File: config.mk
export PLATFORM = sky130hd
export DESIGN_NAME = dmc_core
export DESIGN_NICKNAME = d
export VERILOG_FILES = /design/src/include/dmc_pkg.sv /design/src/verilog/dmc_arb.sv /design/src/verilog/dmc_core.sv
export VERILOG_INCLUDE_DIRS = /design/src /design/src/include
export SDC_FILE = /design/constraint.sdc
export NUM_CORES = 2
export LEC_CHECK = 0
export BUFFER_PORTS_ARGS = -buffer_cell sky130_fd_sc_hd__buf_4
export CORE_MARGIN = 2
export CORE_UTILIZATION = 60
export CTS_CLUSTER_SIZE = 24
export DETAILED_ROUTE_END_ITERATION = 8
export PLACE_DENSITY = 0.79
export SYNTH_ARGS = -nofsm -noshare
export SYNTH_HDL_FRONTEND = slang
export SYNTH_SLANG_ARGS = --single-unit
File: constraint.sdc
create_clock -name sys_clk -period 4.65 [get_ports sys_clk]
set_input_delay 0.6975 -clock sys_clk [delete_from_list [all_inputs] [get_ports sys_clk]]
set_output_delay 0.6975 -clock sys_clk [all_outputs]
set_load 0.02 [all_outputs]
File: src/include/dmc_params.svh
`ifndef DMC_PARAMS_SVH
`define DMC_PARAMS_SVH

// ----------------------------------------
// Register map, global block.
// ----------------------------------------
`define DMC_G_CTRL   4'h0
`define DMC_G_STAT   4'h1
`define DMC_G_MASK   4'h2
`define DMC_G_BUSY   4'h3

// ----------------------------------------
// Register map, per channel (window 8'h10 * (n + 1)).
// ----------------------------------------
`define DMC_C_CTRL   4'h0
`define DMC_C_AMODE  4'h1
`define DMC_C_TSEL   4'h2
`define DMC_C_CNTL   4'h3
`define DMC_C_CNTH   4'h4
`define DMC_C_REP    4'h5
`define DMC_C_SRCL   4'h6
`define DMC_C_SRCH   4'h7
`define DMC_C_DSTL   4'h8
`define DMC_C_DSTH   4'h9

// ----------------------------------------
// Field positions.
// ----------------------------------------
`define DMC_F_EN     0
`define DMC_F_RPT    1
`define DMC_F_SWRQ   2
`define DMC_F_LINK   3
`define DMC_F_BL     5:4
`define DMC_F_SMODE  1:0
`define DMC_F_SRLD   2
`define DMC_F_DMODE  5:4
`define DMC_F_DRLD   6
`define DMC_F_GEN    0
`define DMC_F_RR     1
`define DMC_F_TEVT   7
`define DMC_F_TPER   6
`define DMC_F_TIDX   2:0

// ----------------------------------------
// Reset values and protected data-space windows.
// ----------------------------------------
`define DMC_RST8     8'h00
`define DMC_RST16    16'h0000
`define DMC_EE_LO    16'h1000
`define DMC_EE_HI    16'h1FFF
`define DMC_FL_LO    16'hF000
`define DMC_FL_HI    16'hFFFF

`endif

File: src/include/dmc_pkg.sv
package dmc_pkg;

	// Engine states, Gray coded along idle-read-wait-latch-write.
	typedef enum logic [2:0] {
		st_idle  = 3'h0,
		st_rd    = 3'h1,
		st_rwait = 3'h3,
		st_latch = 3'h2,
		st_wr    = 3'h6
	} dmc_state_type;

	// Address stepping modes.
	typedef enum logic [1:0] {
		am_fixed = 2'h0,
		am_inc   = 2'h1,
		am_dec   = 2'h2
	} dmc_amode_type;

endpackage

File: src/verilog/dmc_arb.sv
`timescale 1ns/1ps

// Picks one requesting channel, fixed (channel 0 first) or round robin.
module dmc_arb (
	// Clock and reset.
	input  wire logic       sys_clk,
	input  wire logic       rstn,
	// Requests and mode.
	input  wire logic [3:0] req,
	input  wire logic       rr_mode,
	input  wire logic       take,
	// Grant.
	output logic      [1:0] gnt,
	output logic            vld
);

	logic [1:0] last_r;

	// Returns the first set request at or after the start index.
	function automatic logic [1:0] pick(input logic [3:0] r, input logic [1:0] start);
		logic [1:0] k;
		pick = start;
		for (int i = 3; i >= 0; i--) begin
			k = start + 2'(i);
			if (r[k])
				pick = k;
		end
	endfunction

	// ----------------------------------------
	// Selection.
	// ----------------------------------------
	// Round robin starts just past the last winner so no channel starves.
	wire [1:0] start = rr_mode ? last_r + 2'h1 : 2'h0;
	assign gnt = pick(req, start);
	assign vld = |req;

	// Remember the last channel actually served.
	always_ff @(posedge sys_clk or negedge rstn) begin
		if (!rstn)
			last_r <= 2'h0;
		else if (take)
			last_r <= gnt;
	end
endmodule

File: src/verilog/dmc_core.sv
`timescale 1ns/1ps
`include "dmc_params.svh"

// Summary of operation
// Four channels, each independently configured.
// Block length one byte to 64K.
// Repeat counter extends transaction to 16M.
// Source, destination step inc, dec, fixed.
// Optional address reload at transaction end.
// Burst of 1, 2, 4 or 8 bytes.
// Software-programmable channel priority.
// Linked pair hands over on completion.
// Mapped EEPROM read only, flash never.
// Transfers share the processor data bus.
// Peripheral, event or software triggers.
// Any data-space address as source/destination.
// Deterministic core versus DMA bus arbitration.
// Completion flags, clears busy, stops requesting.
// Forbidden target flags error, aborts.
module dmc_core (
	// Clock and reset.
	input  wire logic        sys_clk,
	input  wire logic        rstn,
	// Register port.
	input  wire logic [7:0]  reg_addr,
	input  wire logic [7:0]  reg_wdata,
	input  wire logic        reg_wr,
	input  wire logic        reg_rd,
	output logic      [7:0]  reg_rdata,
	// Triggers.
	input  wire logic [7:0]  evt_trig,
	input  wire logic [31:0] per_trig,
	// Shared data bus.
	input  wire logic        cpu_req,
	input  wire logic        ee_mapped,
	input  wire logic [7:0]  bus_rdata,
	output logic      [15:0] bus_addr,
	output logic      [7:0]  bus_wdata,
	output logic             bus_wr,
	output logic             bus_rd,
	output logic             dma_own,
	// Interrupt.
	output logic             irq
);

	// ----------------------------------------
	// Functions.
	// ----------------------------------------
	function automatic logic [15:0] step(input logic [15:0] a, input logic [1:0] m);
		step = (m == dmc_pkg::am_inc) ? a + 16'h0001 : (m == dmc_pkg::am_dec) ? a - 16'h0001 : a;
	endfunction

	function automatic logic in_ee(input logic [15:0] a);
		in_ee = a >= `DMC_EE_LO && a <= `DMC_EE_HI;
	endfunction

	function automatic logic in_fl(input logic [15:0] a);
		in_fl = a >= `DMC_FL_LO && a <= `DMC_FL_HI;
	endfunction

	function automatic logic trig_hit(input logic [7:0] sel, input logic [7:0] ev, input logic [7:0] pt);
		trig_hit = (sel[`DMC_F_TEVT] & ev[sel[`DMC_F_TIDX]]) | (sel[`DMC_F_TPER] & pt[sel[`DMC_F_TIDX]]);
	endfunction

	// ----------------------------------------
	// State.
	// ----------------------------------------
	logic [7:0]  ctl_r  [4];
	logic [7:0]  amc_r  [4];
	logic [7:0]  tsel_r [4];
	logic [15:0] bk_r   [4];
	logic [15:0] cnt_r  [4];
	logic [7:0]  rp_r   [4];
	logic [7:0]  rep_r  [4];
	logic [15:0] sa0_r  [4];
	logic [15:0] sa_r   [4];
	logic [15:0] da0_r  [4];
	logic [15:0] da_r   [4];
	logic [3:0]  pend_r;
	logic [7:0]  gctl_r;
	logic [7:0]  stat_r;
	logic [7:0]  mask_r;
	logic [7:0]  rdata_r;
	logic        irq_r;
	logic        turn_r;
	logic [1:0]  ch_r;
	logic [3:0]  bl_r;
	logic [7:0]  data_r;
	logic [15:0] ba_r;
	logic [7:0]  bd_r;
	logic        bw_r;
	logic        brd_r;
	logic        own_r;
	dmc_pkg::dmc_state_type st_r;

	// ----------------------------------------
	// Register decode.
	// ----------------------------------------
	wire       g_hit = reg_addr[7:4] == 4'h0;
	wire [3:0] c_num = reg_addr[7:4] - 4'h1;
	wire       c_hit = reg_addr[7:4] >= 4'h1 && reg_addr[7:4] <= 4'h4;
	wire [1:0] c_ix  = c_num[1:0];
	wire [3:0] off   = reg_addr[3:0];
	wire       g_wr  = reg_wr && g_hit;

	// Channel read view; CTRL bit 7 shows the channel still owes bytes.
	wire [7:0] c_word =
		(off == `DMC_C_CTRL)  ? {ctl_r[c_ix][`DMC_F_EN], ctl_r[c_ix][6:3], 1'b0, ctl_r[c_ix][1:0]} :
		(off == `DMC_C_AMODE) ? amc_r[c_ix] :
		(off == `DMC_C_TSEL)  ? tsel_r[c_ix] :
		(off == `DMC_C_CNTL)  ? cnt_r[c_ix][7:0] :
		(off == `DMC_C_CNTH)  ? cnt_r[c_ix][15:8] :
		(off == `DMC_C_REP)   ? rep_r[c_ix] :
		(off == `DMC_C_SRCL)  ? sa_r[c_ix][7:0] :
		(off == `DMC_C_SRCH)  ? sa_r[c_ix][15:8] :
		(off == `DMC_C_DSTL)  ? da_r[c_ix][7:0] :
		(off == `DMC_C_DSTH)  ? da_r[c_ix][15:8] : 8'h00;

	wire [3:0] en_v = {ctl_r[3][`DMC_F_EN], ctl_r[2][`DMC_F_EN], ctl_r[1][`DMC_F_EN], ctl_r[0][`DMC_F_EN]};
	wire [7:0] g_word =
		(off == `DMC_G_CTRL) ? gctl_r :
		(off == `DMC_G_STAT) ? stat_r :
		(off == `DMC_G_MASK) ? mask_r :
		(off == `DMC_G_BUSY) ? {pend_r, en_v} : 8'h00;
	wire [7:0] rd_word = g_hit ? g_word : c_hit ? c_word : 8'h00;

	// ----------------------------------------
	// Engine decode.
	// ----------------------------------------
	wire [15:0] cur_sa  = sa_r[ch_r];
	wire [15:0] cur_da  = da_r[ch_r];
	wire [7:0]  cur_ctl = ctl_r[ch_r];
	wire [7:0]  cur_amc = amc_r[ch_r];
	// The core wins unless the engine was turned away last time; that strict
	// alternation bounds the wait of either side to one bus cycle.
	wire        win      = !cpu_req || turn_r;
	wire        src_bad  = in_fl(cur_sa) || (in_ee(cur_sa) && !ee_mapped);
	wire        dst_bad  = in_fl(cur_da) || in_ee(cur_da);
	wire        abort_rd = st_r == dmc_pkg::st_rd && src_bad;
	wire        abort_wr = st_r == dmc_pkg::st_wr && dst_bad;
	wire        err_ev   = abort_rd || abort_wr;
	wire        byte_done = st_r == dmc_pkg::st_wr && !dst_bad && win;
	wire        blk_end  = cnt_r[ch_r] == 16'h0001;
	wire        last     = blk_end && (!cur_ctl[`DMC_F_RPT] || rep_r[ch_r] == 8'h01);
	wire        done_ev  = byte_done && last;
	wire        quit     = st_r == dmc_pkg::st_rd && !cur_ctl[`DMC_F_EN];
	wire [3:0]  req      = (st_r == dmc_pkg::st_idle && gctl_r[`DMC_F_GEN]) ? (pend_r & en_v) : 4'h0;
	wire [1:0]  arb_gnt;
	wire        arb_vld;
	wire        start    = arb_vld && st_r == dmc_pkg::st_idle;
	wire [1:0]  blsel    = ctl_r[arb_gnt][`DMC_F_BL];
	wire [3:0]  blen     = (blsel == 2'h0) ? 4'h1 : (blsel == 2'h1) ? 4'h2 : (blsel == 2'h2) ? 4'h4 : 4'h8;

	dmc_arb u_arb (
		.sys_clk (sys_clk),
		.rstn    (rstn),
		.req     (req),
		.rr_mode (gctl_r[`DMC_F_RR]),
		.take    (start),
		.gnt     (arb_gnt),
		.vld     (arb_vld)
	);

	// ----------------------------------------
	// Engine next state.
	// ----------------------------------------
	dmc_pkg::dmc_state_type st_nxt;
	logic [1:0]  ch_nxt;
	logic [3:0]  bl_nxt;
	logic [7:0]  data_nxt;
	logic        turn_nxt;
	logic [15:0] ba_nxt;
	logic [7:0]  bd_nxt;
	logic        bw_nxt;
	logic        brd_nxt;

	// Read one byte, wait a cycle for it, hold it, write it; repeat per burst.
	always_comb begin
		st_nxt = st_r;
		ch_nxt = ch_r;
		bl_nxt = bl_r;
		data_nxt = data_r;
		turn_nxt = turn_r;
		ba_nxt = 16'h0000;
		bd_nxt = 8'h00;
		bw_nxt = 1'b0;
		brd_nxt = 1'b0;
		case (st_r)
			dmc_pkg::st_idle: if (start) begin
				st_nxt = dmc_pkg::st_rd;
				ch_nxt = arb_gnt;
				bl_nxt = blen;
			end
			dmc_pkg::st_rd: if (abort_rd || quit) begin
				st_nxt = dmc_pkg::st_idle;
			end else if (win) begin
				brd_nxt = 1'b1;
				ba_nxt = cur_sa;
				turn_nxt = 1'b0;
				st_nxt = dmc_pkg::st_rwait;
			end else begin
				turn_nxt = 1'b1;
			end
			dmc_pkg::st_rwait: st_nxt = dmc_pkg::st_latch;
			dmc_pkg::st_latch: begin
				data_nxt = bus_rdata;
				st_nxt = dmc_pkg::st_wr;
			end
			dmc_pkg::st_wr: if (abort_wr) begin
				st_nxt = dmc_pkg::st_idle;
			end else if (win) begin
				bw_nxt = 1'b1;
				ba_nxt = cur_da;
				bd_nxt = data_r;
				turn_nxt = 1'b0;
				bl_nxt = bl_r - 4'h1;
				st_nxt = (bl_r != 4'h1 && !blk_end) ? dmc_pkg::st_rd : dmc_pkg::st_idle;
			end else begin
				turn_nxt = 1'b1;
			end
			default: st_nxt = dmc_pkg::st_idle;
		endcase
	end

	// Engine and bus output flops.
	always_ff @(posedge sys_clk or negedge rstn) begin
		if (!rstn) begin
			st_r <= dmc_pkg::st_idle;
			{ch_r, bl_r, data_r, turn_r} <= 15'h0000;
			{ba_r, bd_r, bw_r, brd_r, own_r} <= 27'h000_0000;
		end else begin
			st_r <= st_nxt;
			{ch_r, bl_r, data_r, turn_r} <= {ch_nxt, bl_nxt, data_nxt, turn_nxt};
			{ba_r, bd_r, bw_r, brd_r, own_r} <= {ba_nxt, bd_nxt, bw_nxt, brd_nxt, bw_nxt | brd_nxt};
		end
	end

	// ----------------------------------------
	// Global registers, flags and interrupt.
	// ----------------------------------------
	// A flag raised in the cycle software clears it survives.
	wire [7:0] st_set  = {3'h0, err_ev, 3'h0, done_ev} << ch_r;
	wire [7:0] st_clr  = (g_wr && off == `DMC_G_STAT) ? reg_wdata : 8'h00;
	wire [7:0] st_nxt8 = (stat_r & ~st_clr) | st_set;

	always_ff @(posedge sys_clk or negedge rstn) begin
		if (!rstn) begin
			{gctl_r, stat_r, mask_r, rdata_r, irq_r} <= 33'h0_0000_0000;
		end else begin
			if (g_wr && off == `DMC_G_CTRL)
				gctl_r <= reg_wdata;
			if (g_wr && off == `DMC_G_MASK)
				mask_r <= reg_wdata;
			stat_r <= st_nxt8;
			irq_r <= |(st_nxt8 & mask_r);
			rdata_r <= reg_rd ? rd_word : 8'h00;
		end
	end

	// ----------------------------------------
	// Channel registers.
	// ----------------------------------------
	// Software writes first, engine updates after, so the engine's counts win.
	always_ff @(posedge sys_clk or negedge rstn) begin
		if (!rstn) begin
			pend_r <= 4'h0;
			for (int i = 0; i < 4; i++) begin
				{ctl_r[i], amc_r[i], tsel_r[i], rp_r[i], rep_r[i]} <= 40'h00_0000_0000;
				{bk_r[i], cnt_r[i], sa0_r[i], sa_r[i], da0_r[i], da_r[i]} <= {6{`DMC_RST16}};
			end
		end else begin
			for (int i = 0; i < 4; i++) begin
				if (reg_wr && c_hit && c_ix == 2'(i)) begin
					case (off)
						`DMC_C_CTRL: begin
							ctl_r[i] <= reg_wdata & 8'h3B;
							if (reg_wdata[`DMC_F_EN] && !ctl_r[i][`DMC_F_EN]) begin
								cnt_r[i] <= bk_r[i];
								rep_r[i] <= rp_r[i];
							end
						end
						`DMC_C_AMODE: amc_r[i] <= reg_wdata;
						`DMC_C_TSEL:  tsel_r[i] <= reg_wdata;
						`DMC_C_CNTL:  {bk_r[i][7:0], cnt_r[i][7:0]} <= {2{reg_wdata}};
						`DMC_C_CNTH:  {bk_r[i][15:8], cnt_r[i][15:8]} <= {2{reg_wdata}};
						`DMC_C_REP:   {rp_r[i], rep_r[i]} <= {2{reg_wdata}};
						`DMC_C_SRCL:  {sa0_r[i][7:0], sa_r[i][7:0]} <= {2{reg_wdata}};
						`DMC_C_SRCH:  {sa0_r[i][15:8], sa_r[i][15:8]} <= {2{reg_wdata}};
						`DMC_C_DSTL:  {da0_r[i][7:0], da_r[i][7:0]} <= {2{reg_wdata}};
						`DMC_C_DSTH:  {da0_r[i][15:8], da_r[i][15:8]} <= {2{reg_wdata}};
						default: ;
					endcase
				end
				// Pending burst request; a new trigger beats the start-of-burst clear.
				pend_r[i] <= ctl_r[i][`DMC_F_EN] && ((pend_r[i] && !(start && arb_gnt == 2'(i)))
					|| trig_hit(tsel_r[i], evt_trig, per_trig[8*i +: 8])
					|| (reg_wr && c_hit && c_ix == 2'(i) && off == `DMC_C_CTRL && reg_wdata[`DMC_F_SWRQ]));
				if (byte_done && ch_r == 2'(i)) begin
					sa_r[i] <= step(sa_r[i], amc_r[i][`DMC_F_SMODE]);
					da_r[i] <= step(da_r[i], amc_r[i][`DMC_F_DMODE]);
					cnt_r[i] <= blk_end ? bk_r[i] : cnt_r[i] - 16'h0001;
					if (blk_end)
						rep_r[i] <= last ? rp_r[i] : rep_r[i] - 8'h01;
					if (last) begin
						ctl_r[i][`DMC_F_EN] <= 1'b0;
						if (amc_r[i][`DMC_F_SRLD])
							sa_r[i] <= sa0_r[i];
						if (amc_r[i][`DMC_F_DRLD])
							da_r[i] <= da0_r[i];
					end
				end
				// The partner of a finished linked channel is armed to carry on.
				if (done_ev && ch_r == 2'(i ^ 1) && cur_ctl[`DMC_F_LINK]) begin
					ctl_r[i][`DMC_F_EN] <= 1'b1;
					cnt_r[i] <= bk_r[i];
					rep_r[i] <= rp_r[i];
				end
				if (err_ev && ch_r == 2'(i))
					ctl_r[i][`DMC_F_EN] <= 1'b0;
			end
		end
	end

	// ----------------------------------------
	// Outputs.
	// ----------------------------------------
	assign reg_rdata = rdata_r;
	assign bus_addr  = ba_r;
	assign bus_wdata = bd_r;
	assign bus_wr    = bw_r;
	assign bus_rd    = brd_r;
	assign dma_own   = own_r;
	assign irq       = irq_r;
endmodule

Word level (Yosys, flattened, before mapping)
Index checks and enable logic that the tools add are counted.
{"block": "word_totals", "regBits": 616, "inputBits": 70, "output_inout_bits": 36, "wordCells": 669}
{"block": "classes", "n_addsub": 30, "magnitude_cmp": 21, "n_eq_ne": 53, "shift": 1, "n_mux": 250, "n_bitwise": 21, "reduce_logical": 204}
{"cell": "16-bit 2-to-1 mux", "n": 84}
{"cell": "8-bit 2-to-1 mux", "n": 57}
{"cell": "16-bit binary-select mux with 2-bit select", "n": 6}
{"cell": "8-bit case mux with 2 select lines", "n": 12}
{"cell": "16-bit by 1-bit subtractor with 16-bit output (second input constant)", "n": 12}
{"cell": "16-bit by 1-bit adder with 16-bit output (second input constant)", "n": 8}
{"cell": "2-bit AND reduction", "n": 57}
{"cell": "8-bit binary-select mux with 2-bit select", "n": 7}
{"cell": "1-bit logical AND", "n": 65}
{"cell": "1-bit 2-to-1 mux", "n": 45}
{"cell": "2-bit nonzero test", "n": 22}
{"cell": "4-bit 2-to-1 mux", "n": 9}
{"cell": "16-bit by 13-bit greater-or-equal comparator with 1-bit output (second input constant)", "n": 2}
{"cell": "16-bit greater-or-equal comparator (second input constant)", "n": 2}
{"cell": "16-bit by 13-bit less-or-equal comparator with 1-bit output (second input constant)", "n": 2}
{"cell": "16-bit less-or-equal comparator (second input constant)", "n": 2}
{"cell": "16-bit case mux with 2 select lines", "n": 1}
{"cell": "4-bit nonzero test", "n": 8}
{"cell": "8-bit by 1-bit subtractor with 8-bit output (second input constant)", "n": 4}
{"cell": "2-bit equality test (second input constant)", "n": 15}
{"cell": "3-bit AND reduction", "n": 10}
{"cell": "1-bit binary-select mux with 3-bit select", "n": 8}
{"cell": "2-bit by 1-bit equality test with 1-bit output (second input constant)", "n": 12}
{"cell": "4-bit by 1-bit inequality test with 1-bit output (second input constant)", "n": 5}
{"cell": "other kinds (46)", "n": 125}

Logic depth before layout (Yosys ltp)
{"block": "depth", "depth_word": 19, "ltp_mapped": 15, "mapped_depth_nobuf": 10}

Cells and area by module
Synthesis repeated with hierarchy kept, for this count alone.
{"block": "unflattened", "hier_cells": 3830, "hier_area_um2": 38259.2}
{"mod": "dmc_core", "n_inst": 1, "cells_each": 3776, "area_each_um2": 37818.8, "seq_area_each_um2": 15364.7}
{"mod": "dmc_arb", "n_inst": 1, "cells_each": 54, "area_each_um2": 440.4, "seq_area_each_um2": 50.0}

Worst setup path after synthesis
No wires, ideal clock.
{"block": "synth_timing", "path_kind": "input port to flip-flop", "startpoint": "input reg_addr[4]", "endpoint": "register da_r[52] (netlist name)", "setup_time_ns": 0.137, "arrival_time_ns": 4.748, "required_time_ns": 4.513, "setup_slack_ns": -0.235, "path_stages": 15, "path_buffers": 7, "path_cell_list": "clkbuf_1 -> buf_2 -> buf_2 -> buf_1 -> inv_1 -> ha_1 -> nor3b_1 -> nor4b_1 -> and2_1 -> clkbuf_1 -> clkbuf_1 -> nand2_1 -> clkbuf_1 -> a211oi_1 -> a21oi_1"}
{"block": "synth_between", "elab_chain_len": 6, "elab_cells_between_ends": 9, "classes_between": "add/sub: 1; order compare: 2; reduce/logical: 6"}
{"item": "from (decl)", "line": "dmc_core.sv:25", "rtl": "input wire logic [7:0] reg_addr,"}
{"item": "4-bit by 1-bit greater-or-equal comparator with 1-bit output or 4-bit by 3-bit less-or-equal comparator with 1-bit output (tied branches)", "line": "dmc_core.sv:101", "rtl": "wire c_hit = reg_addr[7:4] >= 4'h1 && reg_addr[7:4] <= 4'h4;"}
{"item": "1-bit logical AND", "line": "dmc_core.sv:101"}
{"item": "1-bit logical AND", "line": "dmc_core.sv:273", "rtl": "if (reg_wr && c_hit && c_ix == 2'(i)) begin"}
{"item": "1-bit logical AND (*)", "line": "dmc_core.sv:273"}
{"item": "2-bit nonzero test (no line) (*)"}
{"item": "2-bit AND reduction (no line) (*)"}
{"item": "to (signal, indexed assignment)", "line": "dmc_core.sv:269", "rtl": "{bk_r[i], cnt_r[i], sa0_r[i], sa_r[i], da0_r[i], da_r[i]} <= {6{`DMC_RST16}};"}
{"item": "to (signal, indexed assignment)", "line": "dmc_core.sv:289", "rtl": "`DMC_C_DSTL: {da0_r[i][7:0], da_r[i][7:0]} <= {2{reg_wdata}};"}
{"item": "to (signal, indexed assignment)", "line": "dmc_core.sv:290", "rtl": "`DMC_C_DSTH: {da0_r[i][15:8], da_r[i][15:8]} <= {2{reg_wdata}};"}
{"item": "to (decl)", "line": "dmc_core.sv:78", "rtl": "logic [15:0] da_r [4];"}
Every way passes the cells marked *; elsewhere a longest branch is shown, timed or not.
A chain may end at the register's enable or synchronous reset.

==> results.toml <==
[grt]
grt_max_degree = 104
grt_antenna_before_repair = 6
grt_pass1_vias = 31130
groute.usage.overall = 0.3830
grt_pass1_wl_um = 194000
grt_overflow = 0

[synth]
synth_ff_type = "dfrtp_1"
netlist_instances = 3859
yosysWarnings = 0
synthTopCellsByCount = "614 x dfrtp_1, 384 x nand2_1, 311 x mux2_2, 260 x clkbuf_1, 242 x nor2_1"
ys_ff_latch = 614
ys_top_cells_by_area = "dfrtp_1 40%, mux2_2 9.2%, mux4_2 7.5%, nand2_1 3.8%, a21oi_1 2.8%"
synth-edff-count = 0
avgSynthCellArea_um2 = 9.912
syn-cell-area_um2 = 38250
ys_seq_area_frac = 0.4017
async_flop_share = 1.000
yosysTopAreaCellShare = 0.4017
synthesis.nets = 3965
yosysUniqueCellTypes = 94
yosysTopAreaCell = "dfrtp_1"
synth_most_common_cell = "dfrtp_1"

[clock_tree]
h-tree-depth = 3
clkTransAtPathRegs_ns = 0.07
cts_buffers = 72
cts_tree = "yes"
post-cts-setup-buffer-count = 0
hold_buffers = 0
ctsResizeCount = 0
clock-sinks = 614
cts_buffer_depth = 3
root_buffer = "clkbuf_16"
worstSkewPairLatency_ns = 0.64

[placement]
port_buffers = 105
placed_area_um2 = 39580
dp_cells = 4567
gp_congestion = 1.035
hpwl_um = 87440

[setup_path]
path_max_fanout = 14
setup.worst_path.end_class = "register"
worstSetupStartpointType = "register"
reg2regPathDepth = 9
worstPathArrival_ns = 4.61
critPathRequiredTime_ns = 5.16
critical_path_class = "register to register"

[sta]
finalCritPeriodShare = 0.8808
clock_skew_ns = 0.03933
rsz0062_at_grt = "false"
setup-violations-final = 0
final_hold_viol_count = 0
worst-slew-pin-transition_ns = 1.306
holdWs_ns = 0.1349
fmax_mhz = 244.2
period_needed_ns = 4.096
maxSlewViolCount = 0
slew_headroom = 0.1226
setup-tns-final_ns = 0

[power]
p_leak_nw = 19.32
powerDensity_nw_per_um2 = 360.0
irDropWorstVdd_v = 0.0002199
p_total_mw = 15.08

[detailed_routing]
drt-total-wl_um = 126100
ant_nets = 0
drt-vias-per-instance = 7.078
drc_errors = 0
vias = 33250
routedWlPerCell_um = 26.84
drt_first_iter_violations = 4685
dr.pass1.iters = 8

[hold_path]
hold_path.class = "primary input to asynchronous set/reset pin"

[run_status]
status = "finished, final reports clean"

[die]
die_w_um = 256.5
die_area_um2 = 65790
core_area_um2 = 63080
row_count = 92
io_pins = 106
initial_core_util = 0.6064
die_h_um = 256.5

[run]
maxCapViolCount = 0

[final_layout]
nNetsFinal = 3901
areaGrowthSynthToFinish_pct = 9.522
fin_area_um2 = 41890
layoutNonFillerInstCount = 4698
layout-drive-gt1-share = 0.2089
-- layer usage --
layer  global-route usage  vias up  wire length (um)
met5                    0        -                41
li1                     -    14210                 -
met1               0.5449    16210             49340
met3               0.1236      437             18650
met2               0.5347     2392             51730
met4               0.1709        6              6346
-- area by class of cell --
class	instances	area, um^2
tap	846	1059
inverter	84	315.3
fill	4945	21190
clock buffer	98	2031
antenna	3	7.507
timing repair buffer	191	1541
clock inverter	30	276.5
sequential	614	15370
multi-input combinational	2832	21290
-- cells in the final DEF, fill, tap and decap left out, types with 15 or more instances in the layout --
cell / n
o21ai_0: 179
nand3_1: 75
xnor2_1: 88
nor4_1: 30
nand2b_1: 26
mux2_2: 311
a21oi_1: 216
a21o_1: 30
a31oi_1: 30
inv_1: 84
and2_1: 38
ha_1: 35
nand2_1: 383
o211ai_1: 33
mux2i_1: 99
dfrtp_1: 612
a22oi_1: 65
nor2b_1: 20
o22ai_1: 36
buf_4: 182
nand4_1: 30
a211oi_1: 92
a22o_1: 25
a32oi_1: 21
and3_1: 58
clkbuf_16: 73
o21ai_1: 49
or4_1: 21
nor3_1: 90
a222oi_1: 24
or3_1: 33
a221oi_1: 15
mux4_2: 127
nor2_1: 242
xor2_1: 86
-- cells by family after synthesis --
logic type	count (synthesis)	share of synthesized area
buffers and inverters	413	0.04331
AO/OA/AOI/OAI	960	0.1681
XOR/XNOR	174	0.03984
multiplexers	537	0.1922
AND/OR/NAND/NOR	1125	0.1430
adder cells (fa/ha/maj)	36	0.01178
flip-flops	614	0.4017
-- per-stage QoR --
stage               setup slack, ns    util
detailed placement           0.7192  0.6274
CTS                          0.6614  0.6640
finish                       0.5545  0.6641
global placement             0.8143  0.6274
global route                 0.4719  0.6640
floorplan                   0.01395       -
-- worst max-delay path: stages (launching register included) --
cell and delay (ns):
dfrtp_4 0.59, mux4_2 0.62, nor4b_2 0.60, nor4_4 0.16, and2_1 0.23, buf_4 0.21
a32oi_2 0.71, a21boi_2 0.48, nor2_1 0.08, o31ai_1 0.26
-- state kept, by name, indices dropped and copies added (netlist names), 16 cells and up --
signal / cells
bk_r: 64
cnt_r: 64
da0_r: 64
da_r: 64
sa0_r: 64
sa_r: 64
amc_r: 32
rep_r: 32
rp_r: 32
tsel_r: 32
ctl_r: 20
bus_addr: 16
-- path summary, 6_finish.rpt --
check / startpoint / slack [ns] / endpoint
min in group sys_clk: bus_rdata[2] / 0.32 / data_r[2]
min reg2reg: data_r[3] / 0.47 / bus_wdata[3]
max reg2reg: u_arb.last_r[0] / 0.55 / cnt_r[25]
min: rstn / 0.13 / da0_r[28]
max: u_arb.last_r[0] / 0.55 / cnt_r[25]
max in group asynchronous: rstn / 3.38 / bus_wdata[7]
-- where the power goes --
part / internal, mW / switching (mW) / leakage [nW]
combinational: 1.31 / 1.51 / 9.90
clock: 3.24 / 2.39 / 1.12
sequential: 5.82 / 0.808 / 8.30
Note: power is estimated with default switching activity, not from simulation.
